[src/rtl/vlirq_params.svh]
`ifndef VLIRQ_PARAMS_SVH
`define VLIRQ_PARAMS_SVH
// register indices; byte address is four times the index
`define VLIRQ_IDX_PRIO   8'hF9
`define VLIRQ_IDX_MASK   8'hFA
`define VLIRQ_IDX_OPT    8'hFB
`define VLIRQ_IDX_STAT   8'hFC
`define VLIRQ_PRIO_RST   8'h10
`define VLIRQ_MASK_RST   8'h00
`define VLIRQ_OPT_RST    8'h00
// priority register fields
`define VLIRQ_PRL_HI     7
`define VLIRQ_PRL_LO     5
`define VLIRQ_SLP_BIT    4
`define VLIRQ_REOB_BIT   1
`define VLIRQ_TEOB_BIT   0
`define VLIRQ_PRL_NONE   3'h7
// mask register fields
`define VLIRQ_M_ERR      7
`define VLIRQ_M_TX_READY_FLAG     6
`define VLIRQ_M_RX_FULL_FLAG     5
`define VLIRQ_M_TLA      4
`define VLIRQ_M_RXD      3
`define VLIRQ_M_END_DATA_MIN     2
`define VLIRQ_M_END_FRAME_MIN     1
`define VLIRQ_M_TXD      0
// option register field
`define VLIRQ_SUSP_BIT   5
// disable must stand this many clocks before masks and pending flags clear
`define VLIRQ_DIS_CYC    3'h6
`endif

[src/rtl/vlirq_pkg.sv]
package vlirq_pkg;
    // source group code reported to the vector register
    typedef enum logic [1:0] {
        VLIRQ_V_ERR = 2'b00,
        VLIRQ_V_EOD = 2'b01,
        VLIRQ_V_RX  = 2'b10,
        VLIRQ_V_TX  = 2'b11
    } vlirq_vec_t;

    typedef struct packed {
        logic [2:0]  prio_level;
        logic        rx_sleep;
        logic        rx_eob_pending;
        logic        tx_eob_pending;
        logic [7:0]  irq_mask;
        logic        dma_suspend_sel;
        logic [2:0]  dis_cnt;
        logic        pready;
        logic        pslverr;
        logic [7:0]  prdata;
        logic        irq_req;
        logic        rx_dma_req;
        logic        tx_dma_req;
        vlirq_vec_t  src_vector_code;
        logic [7:0]  rx_data_reg;
        logic        rx_load;
        logic        rx_full_set;
        logic        rx_ovf_set;
        logic        crc_err_set;
        logic        bad_frame_set;
        logic        bad_bit_set;
        logic        end_data_set;
    } vlirq_state_t;
endpackage : vlirq_pkg

[src/rtl/vlirq_ctrl.sv]
`timescale 1ns/1ps
`include "vlirq_params.svh"
//
// Contract
// priority level sits in bits 7:5; 0 highest, 7 no priority
// no suspend: tx dma, rx dma, error, eod/eof, rx full, tx ready
// suspend on: error above both dma channels, others unchanged
// writing one to sleep enters sleep; writing zero is ignored
// sleep, not sending: no rx load, full, overflow, crc, frame, bit, eod
// sleep while sending: no rx load, full, overflow; errors still set
// sleep set on reset and tx timeout; held after enable until eof
// sleep clears on eof or break; forced while disabled
// rx end-of-block pending sets after last rx dma; irq via rx-full mask
// tx end-of-block pending sets after last tx dma; irq via tx-ready mask
// pending flags writable to zero only; zero cancels the request
// both pending flags clear after disable held six clocks
// rx end of block clears rx dma mask
// tx end of block clears tx dma mask
// mask resets to zero; bit order err,tx_ready_flag,rx_full_flag,tla,rxd,end_data_min,end_frame_min,txd
// disable held six clocks forces whole mask to zero
// rx dma mask selects dma or interrupt for rx full
// tx dma mask selects dma or interrupt for tx ready
// two-bit source code: error, eod/eof, rx, tx
// under suspend, dma held off while error or lost-arb flag set
// only the highest ranked pending request is presented
module vlirq_ctrl (
    input  wire logic        CLK_SYS,
    input  wire logic        RST_N,
    input  wire logic        PSEL,
    input  wire logic        PENABLE,
    input  wire logic        PWRITE,
    input  wire logic [11:0] PADDR,
    input  wire logic [31:0] PWDATA,
    output logic      [31:0] PRDATA,
    output logic             PREADY,
    output logic             PSLVERR,
    input  wire logic        PERIPH_ENABLE,
    input  wire logic        PERIPH_DISABLE,
    input  wire logic        TX_ACTIVE,
    input  wire logic        TX_TIMEOUT_FLAG,
    input  wire logic        END_FRAME_RX,
    input  wire logic        BREAK_RX,
    input  wire logic        RX_BYTE_VALID,
    input  wire logic [7:0]  RX_BYTE,
    input  wire logic        RX_OVF_EVT,
    input  wire logic        CRC_ERR_EVT,
    input  wire logic        BAD_FRAME_EVT,
    input  wire logic        BAD_BIT_EVT,
    input  wire logic        END_DATA_EVT,
    input  wire logic        ERROR_FLAG,
    input  wire logic        LOST_ARB_FLAG,
    input  wire logic        END_DATA_MIN,
    input  wire logic        END_FRAME_MIN,
    input  wire logic        RX_FULL_FLAG,
    input  wire logic        TX_READY_FLAG,
    input  wire logic        RX_DMA_EOB,
    input  wire logic        TX_DMA_EOB,
    output logic [2:0]       PRIO_LEVEL,
    output logic             IRQ_REQ,
    output logic             RX_DMA_REQ,
    output logic             TX_DMA_REQ,
    output logic [1:0]       SRC_VECTOR_CODE,
    output logic [7:0]       RX_DATA_REG,
    output logic             RX_DATA_LOAD,
    output logic             RX_FULL_SET,
    output logic             RX_OVF_SET,
    output logic             CRC_ERR_SET,
    output logic             BAD_FRAME_SET,
    output logic             BAD_BIT_SET,
    output logic             END_DATA_SET,
    output logic             RX_SLEEP
);

    vlirq_pkg::vlirq_state_t st_r;
    vlirq_pkg::vlirq_state_t st_nxt;

    logic       setup;
    logic       wr_en;
    logic [7:0] wdat;
    logic       dis_long;
    logic       held_off;
    logic       q_txdma;
    logic       q_rxdma;
    logic       q_err;
    logic       q_eod;
    logic       q_rx;
    logic       q_tx;

    // byte address of a register index
    function automatic logic [11:0] reg_addr(input logic [7:0] idx);
        reg_addr = {2'b00, idx, 2'b00};
    endfunction : reg_addr

    function automatic logic hit(input logic [11:0] a, input logic [7:0] idx);
        hit = (a == reg_addr(idx));
    endfunction : hit

    always_comb
    begin
        setup    = PSEL & ~PENABLE;
        // write takes effect only at the completing access edge
        wr_en    = PSEL & PENABLE & PWRITE & st_r.pready;
        wdat     = PWDATA[7:0];
        dis_long = (st_r.dis_cnt == `VLIRQ_DIS_CYC);
        // suspend only matters while a fault flag is up
        held_off = st_r.dma_suspend_sel & (ERROR_FLAG | LOST_ARB_FLAG);

        q_txdma = TX_READY_FLAG & st_r.irq_mask[`VLIRQ_M_TXD] & ~held_off;
        q_rxdma = RX_FULL_FLAG & st_r.irq_mask[`VLIRQ_M_RXD] & ~held_off;
        q_err   = (ERROR_FLAG & st_r.irq_mask[`VLIRQ_M_ERR])
                | (LOST_ARB_FLAG & st_r.irq_mask[`VLIRQ_M_TLA]);
        q_eod   = (END_DATA_MIN & st_r.irq_mask[`VLIRQ_M_END_DATA_MIN])
                | (END_FRAME_MIN & st_r.irq_mask[`VLIRQ_M_END_FRAME_MIN]);
        q_rx    = st_r.irq_mask[`VLIRQ_M_RX_FULL_FLAG]
                & ((RX_FULL_FLAG & ~st_r.irq_mask[`VLIRQ_M_RXD])
                  | st_r.rx_eob_pending);
        q_tx    = st_r.irq_mask[`VLIRQ_M_TX_READY_FLAG]
                & ((TX_READY_FLAG & ~st_r.irq_mask[`VLIRQ_M_TXD])
                  | st_r.tx_eob_pending);

        st_nxt = st_r;

        // apb slave: one access cycle, reply prepared during setup
        st_nxt.pready  = setup;
        st_nxt.pslverr = 1'b0;
        if (setup)
        begin
            st_nxt.prdata = 8'h00;
            if (hit(PADDR, `VLIRQ_IDX_PRIO))
            begin
                st_nxt.prdata = {st_r.prio_level, st_r.rx_sleep, 2'b00,
                                 st_r.rx_eob_pending, st_r.tx_eob_pending};
            end
            else if (hit(PADDR, `VLIRQ_IDX_MASK))
            begin
                st_nxt.prdata = st_r.irq_mask;
            end
            else if (hit(PADDR, `VLIRQ_IDX_OPT))
            begin
                st_nxt.prdata = {2'b00, st_r.dma_suspend_sel, 5'b0_0000};
            end
            else if (hit(PADDR, `VLIRQ_IDX_STAT))
            begin
                st_nxt.prdata = {3'b000, st_r.tx_dma_req, st_r.rx_dma_req,
                                 st_r.irq_req, st_r.src_vector_code};
            end
            else
            begin
                st_nxt.pslverr = 1'b1;
            end
        end

        if (wr_en && hit(PADDR, `VLIRQ_IDX_PRIO))
        begin
            st_nxt.prio_level = wdat[`VLIRQ_PRL_HI:`VLIRQ_PRL_LO];
            if (wdat[`VLIRQ_SLP_BIT])
            begin
                st_nxt.rx_sleep = 1'b1;
            end
            // zero cancels, one is ignored
            if (!wdat[`VLIRQ_REOB_BIT])
            begin
                st_nxt.rx_eob_pending = 1'b0;
            end
            if (!wdat[`VLIRQ_TEOB_BIT])
            begin
                st_nxt.tx_eob_pending = 1'b0;
            end
        end
        if (wr_en && hit(PADDR, `VLIRQ_IDX_MASK))
        begin
            st_nxt.irq_mask = wdat;
        end
        if (wr_en && hit(PADDR, `VLIRQ_IDX_OPT))
        begin
            st_nxt.dma_suspend_sel = wdat[`VLIRQ_SUSP_BIT];
        end

        // sleep: eof/break clears, later terms win
        if (END_FRAME_RX || BREAK_RX)
        begin
            st_nxt.rx_sleep = 1'b0;
        end
        if (TX_TIMEOUT_FLAG)
        begin
            st_nxt.rx_sleep = 1'b1;
        end
        if (!PERIPH_ENABLE || PERIPH_DISABLE)
        begin
            st_nxt.rx_sleep = 1'b1;
        end

        // end-of-block: hardware set beats a software clear in the same cycle
        if (RX_DMA_EOB)
        begin
            st_nxt.rx_eob_pending       = 1'b1;
            st_nxt.irq_mask[`VLIRQ_M_RXD] = 1'b0;
        end
        if (TX_DMA_EOB)
        begin
            st_nxt.tx_eob_pending       = 1'b1;
            st_nxt.irq_mask[`VLIRQ_M_TXD] = 1'b0;
        end

        // disable filter: a short pulse leaves masks and pending flags alone
        if (!PERIPH_DISABLE)
        begin
            st_nxt.dis_cnt = 3'h0;
        end
        else if (!dis_long)
        begin
            st_nxt.dis_cnt = st_r.dis_cnt + 3'h1;
        end
        if (dis_long)
        begin
            st_nxt.irq_mask       = `VLIRQ_MASK_RST;
            st_nxt.rx_eob_pending = 1'b0;
            st_nxt.tx_eob_pending = 1'b0;
        end

        // arbitration; level 7 means the peripheral never wins
        st_nxt.irq_req    = 1'b0;
        st_nxt.rx_dma_req = 1'b0;
        st_nxt.tx_dma_req = 1'b0;
        if (st_r.prio_level != `VLIRQ_PRL_NONE)
        begin
            if (st_r.dma_suspend_sel && q_err)
            begin
                st_nxt.irq_req         = 1'b1;
                st_nxt.src_vector_code = vlirq_pkg::VLIRQ_V_ERR;
            end
            else if (q_txdma)
            begin
                st_nxt.tx_dma_req = 1'b1;
            end
            else if (q_rxdma)
            begin
                st_nxt.rx_dma_req = 1'b1;
            end
            else if (q_err)
            begin
                st_nxt.irq_req         = 1'b1;
                st_nxt.src_vector_code = vlirq_pkg::VLIRQ_V_ERR;
            end
            else if (q_eod)
            begin
                st_nxt.irq_req         = 1'b1;
                st_nxt.src_vector_code = vlirq_pkg::VLIRQ_V_EOD;
            end
            else if (q_rx)
            begin
                st_nxt.irq_req         = 1'b1;
                st_nxt.src_vector_code = vlirq_pkg::VLIRQ_V_RX;
            end
            else if (q_tx)
            begin
                st_nxt.irq_req         = 1'b1;
                st_nxt.src_vector_code = vlirq_pkg::VLIRQ_V_TX;
            end
        end

        // receive gating; errors still pass while sending in sleep
        st_nxt.rx_load       = RX_BYTE_VALID & ~st_r.rx_sleep;
        st_nxt.rx_full_set   = RX_BYTE_VALID & ~st_r.rx_sleep;
        st_nxt.rx_ovf_set    = RX_OVF_EVT & ~st_r.rx_sleep;
        st_nxt.crc_err_set   = CRC_ERR_EVT & (~st_r.rx_sleep | TX_ACTIVE);
        st_nxt.bad_frame_set = BAD_FRAME_EVT & (~st_r.rx_sleep | TX_ACTIVE);
        st_nxt.bad_bit_set   = BAD_BIT_EVT & (~st_r.rx_sleep | TX_ACTIVE);
        st_nxt.end_data_set  = END_DATA_EVT & (~st_r.rx_sleep | TX_ACTIVE);
        if (RX_BYTE_VALID && !st_r.rx_sleep)
        begin
            st_nxt.rx_data_reg = RX_BYTE;
        end
    end

    always_ff @(posedge CLK_SYS or negedge RST_N)
    begin
        if (!RST_N)
        begin
            st_r                 <= '0;
            st_r.prio_level      <= 3'(`VLIRQ_PRIO_RST >> `VLIRQ_PRL_LO);
            st_r.rx_sleep        <= 1'b1;
            st_r.irq_mask        <= `VLIRQ_MASK_RST;
            st_r.dma_suspend_sel <= 1'b0;
        end
        else
        begin
            st_r <= st_nxt;
        end
    end

    assign PRDATA          = {24'h00_0000, st_r.prdata};
    assign PREADY          = st_r.pready;
    // error flop only rises in the reply cycle, so it already stands with ready
    assign PSLVERR         = st_r.pslverr;
    assign PRIO_LEVEL      = st_r.prio_level;
    assign IRQ_REQ         = st_r.irq_req;
    assign RX_DMA_REQ      = st_r.rx_dma_req;
    assign TX_DMA_REQ      = st_r.tx_dma_req;
    assign SRC_VECTOR_CODE = st_r.src_vector_code;
    assign RX_DATA_REG     = st_r.rx_data_reg;
    assign RX_DATA_LOAD    = st_r.rx_load;
    assign RX_FULL_SET     = st_r.rx_full_set;
    assign RX_OVF_SET      = st_r.rx_ovf_set;
    assign CRC_ERR_SET     = st_r.crc_err_set;
    assign BAD_FRAME_SET   = st_r.bad_frame_set;
    assign BAD_BIT_SET     = st_r.bad_bit_set;
    assign END_DATA_SET    = st_r.end_data_set;
    assign RX_SLEEP        = st_r.rx_sleep;

endmodule : vlirq_ctrl

[config.mk]
export PLATFORM = sky130hd
export DESIGN_NAME = vlirq_ctrl
export DESIGN_NICKNAME = d
export VERILOG_FILES = /design/src/rtl/vlirq_pkg.sv /design/src/rtl/vlirq_ctrl.sv
export VERILOG_INCLUDE_DIRS = /design/src /design/src/rtl
export SDC_FILE = /design/constraint.sdc
export NUM_CORES = 1
export LEC_CHECK = 0
export BUFFER_PORTS_ARGS = -buffer_cell sky130_fd_sc_hd__buf_2
export CELL_PAD_IN_SITES_DETAIL_PLACEMENT = 1
export CELL_PAD_IN_SITES_GLOBAL_PLACEMENT = 2
export CORE_ASPECT_RATIO = 1.2
export CORE_MARGIN = 2
export CORE_UTILIZATION = 28
export CTS_CLUSTER_SIZE = 16
export DETAILED_ROUTE_END_ITERATION = 8
export GPL_TIMING_DRIVEN = 0
export PLACE_DENSITY_LB_ADDON = 0.1
export SETUP_SLACK_MARGIN = 0.15
export SYNTH_ARGS = -nofsm -noshare
export SYNTH_HDL_FRONTEND = slang
export SYNTH_SLANG_ARGS = --single-unit
export TNS_END_PERCENT = 20
[constraint.sdc]
create_clock -name CLK_SYS -period 3.5 [get_ports CLK_SYS]
set_input_delay 0 -clock CLK_SYS [delete_from_list [all_inputs] [get_ports CLK_SYS]]
set_output_delay 0 -clock CLK_SYS [all_outputs]
set_load 0.1 [all_outputs]
==> results.md <==
- Status: finished, final reports clean
- Critical path arrival: about 2.3 ns
- Skew final: about 0.0094 ns
- Fin crit period: 2.06 ns
- CP max stage cell: or4b_4
- Buffers on Ports: between 80 and 90
- Setup TNS: 0 ns
- Top cell type's share of synthesized area: 44.8%
- Post-synthesis async set-or-reset flop share: 100%
- Final HPWL DP: 5170 um
- Final #Nets: 470
- Via count: 2132
- Postcts setup bufs: 0
- Hold Buf Count CTS: 28
- Post-synthesis cell type count: 46
- TritonCTS clock tree: done
- Synth top area cells: dfrtp_1 (45%), buf_4 (14%), mux2_1 (4.8%)
- Max incr delay on CP: between 0.5 and 0.6 ns
- Hold_ws: approximately 0.013 ns
- I/O pin count: 135
- Worst hold path class: input pin to flip-flop
- Antenna diodes: 0
- Routed wire per std cell: between 10 and 15 um
- WP buf/inv: 3
- CTS sink cnt: 47
- Pin count of the biggest net entering global routing: 48
- Synth Area in Compound Gates: ~9.9%
- Xor/xnor share of the synthesized area: less than 1%
- Total track usage: a little over an eighth
- DRT Pass-1 Iters: 4
- Total routed wirelength: ~6500 um
- Mapped Cells: approximately 250
- Seq cells post-synth: between 40 and 50
- Worst setup SP type: input pin
- Crit. End Element: flip-flop
- Post-synth EDFFs: 0
- R2r setup slk: 1.53 ns
- Die area: between 0.009 and 0.01 sq mm
- Register area share after synthesis: between 40% and 50%
- Worst-Skew Late Latency: around 0.30 ns
- Pleak: about 1.9 nW
- Mux cell area share after synthesis: approximately 6.4%
- Setup CP Type: input pin to flip-flop
- Core Box Area: 0.00899 sq mm
- Mean Syn Cell Area: between 10 and 15 sq um
- Critical Path RT: 3.69 ns
- # DRC: 0
- Multi-input logic area: ~0.0011 sq mm
- Total of max-cap violations: 0
- Cell family with most CP delay: simple AND/OR/NAND/NOR gates
- Synth-to-layout area growth: 40.4%
- Vias in the first global route: about 2200
- Synth Flop Type: dfrtp_1
- Worst-Margin Slew: 1.07 ns
- Post-Synth Adder-Cell Area: 0.973%
- Count of final setup violators: 0
- Share of layout cells above drive strength 1: 40.6%
- Register Area: approximately 0.0012 sq mm
- Largest family of logic cells by synthesized area: simple AND/OR/NAND/NOR gates
- Placed instance area: 0.00324 sq mm
- Final core utilization: roughly two fifths
- Cts repair resizes: 0
- P per Cell Area: 473 mW/mm^2
- Layout filler cell count: around 1100
- Placement row count: 38
- Critical path fanouts, max: 5
- Starting Density: 28.6%
- Yosys warnings: 0
- DR vias/cell: between 4 and 5
- H-Tree Depth: 2
- Clock buffer depth: 2
- Gpl congestion: 0.767
- VDD IR-drop max: roughly 0.18 mV
- Detail Route Antenna Nets: 0
- Max Freq: 0.485 GHz
- Clock Pin Slew Worst Setup and Hold Paths: roughly 0.080 ns
- Cells along the critical path: buf_2, or4b_4, nor4_4, and2b_1, buf_6, mux2i_1, nor3_2, dlygate4sd3_1
- GR Overflow Total: 0
- Final hold viol count: 0
- RSZ-0062 raised after global routing: no
- Root buffer cell: clkbuf_8
- Initial DRC count: roughly 40
- Fin. max-slew vios: 0
- Yosys top cell by area: dfrtp_1
- CTS Buf Count: 5
- Worst slew margin: between 20% and 30%
- DIE HEIGHT: roughly 110 um
- Final Cell Area: around 0.0036 sq mm
- Mapped Area: 0.00257 sq mm
- First-pass GRT wire length: 10600 um
- Die width: 91.5 um
- Synth Area in Simple Gates: between 10% and 20%
- Period utilisation layout: around three fifths
- Initial antenna violation count: 0
-- metrics by stage --
step / setup WS (ns) / cells / power (mW)
2_1_floorplan: 1.28 / 270 / 1.24
3_3_place_gp: 1.68 / 476 / 1.36
3_5_place_dp: 1.65 / 476 / 1.37
4_1_cts: 1.43 / 512 / 1.73
5_1_grt: 1.33 / 512 / 1.80
6_report: 1.44 / 512 / 1.71
-- synth_stat cells, types with 2 or more instances --
master and n:
inv_1 8, nor2b_1 6, dfrtp_1 46, mux2_1 11, o21ai_2 4, nand2b_1 2, mux2i_1 3, and2_1 6
a22oi_1 2, nor3_2 2, a221o_1 4, nor2_1 5, nand2_1 24, a21oi_1 12, ha_1 2, nand3_1 15
xnor2_1 2, nor3b_1 3, nand3_2 4, clkbuf_1 4, nand4_1 2, buf_4 47, nor4_4 2, o21ai_1 7
o21ai_0 3
-- path summary, 6_finish.rpt --
path | endpoint | from | depth (start not counted)
setup reg to reg | RX_SLEEP$_DFFE_PN1P_ | PREADY$_DFF_PN0_ | 5
min in group asynchronous | PSLVERR$_DFF_PN0_ | RST_N | 2
setup / recovery | st_r[37]$_DFFE_PN0P_ | PADDR[11] | 8
hold / removal | st_r[34]$_DFFE_PN0P_ | PWDATA[0] | 3
hold reg to reg | PRDATA[2]$_DFFE_PN0P_ | PRDATA[2]$_DFFE_PN0P_ | 1
max in group asynchronous | st_r[33]$_DFFE_PN0P_ | RST_N | 2
-- cell usage in the layout, fill, tap and decap left out, drive strengths merged, types with 6 or more instances in the layout --
cell type    instances
conb                24
nor2b                6
and2                 6
nand3               19
a21oi               12
clkbuf              11
dlygate4sd3         28
mux2                12
o21ai               14
dfrtp               46
nand2               24
buf                135
inv                  8
-- worst min-delay path: stages --
cell	delay, ns
buf_2	0.09
mux2i_1	0.08
nor3_2	0.09
-- sequential cells by signal, summed over array words and instances, names as in the netlist, 2 cells and up --
name,count
PRIO_LEVEL,3
PRDATA,8
RX_DATA_REG,8
st_r,14
SRC_VECTOR_CODE,2
-- cell families (layout without fill, tap and decap cells) --
family / count (synthesis) / in the layout
compound gates: 39 / 39
xor+xnor: 2 / 2
fa+ha+maj: 2 / 2
buf+inv: 61 / 183
flops: 47 / 47
mux: 15 / 15
other cells: 1 / 24
simple gates: 80 / 80
-- where the power goes --
group	switching (mW)	internal, mW	leakage [nW]
combinational	0.516	0.182	1.22
sequential	0.0611	0.616	0.590
clock	0.174	0.159	0.0482
total	0.751	0.957	1.86
-- metal layers --
metal  share of wire (%)  GRT usage, %
met1                  43          17.5
met2                  51          23.2
met3                 4.3          2.42
met4                 1.5          4.55
met5                   0             0
-- area by class of cell --
class / count / area share, %
inverter: 8 / 0.832
sequential: 47 / 32.6
clock inverter: 1 / 0.139
multi-input combinational: 162 / 29.1
tap: 120 / 4.16
clock buffer: 7 / 2.39
buffer: 53 / 11.1
timing repair buffer: 114 / 19.7
No activity file was read; power rests on OpenSTA's default activity.
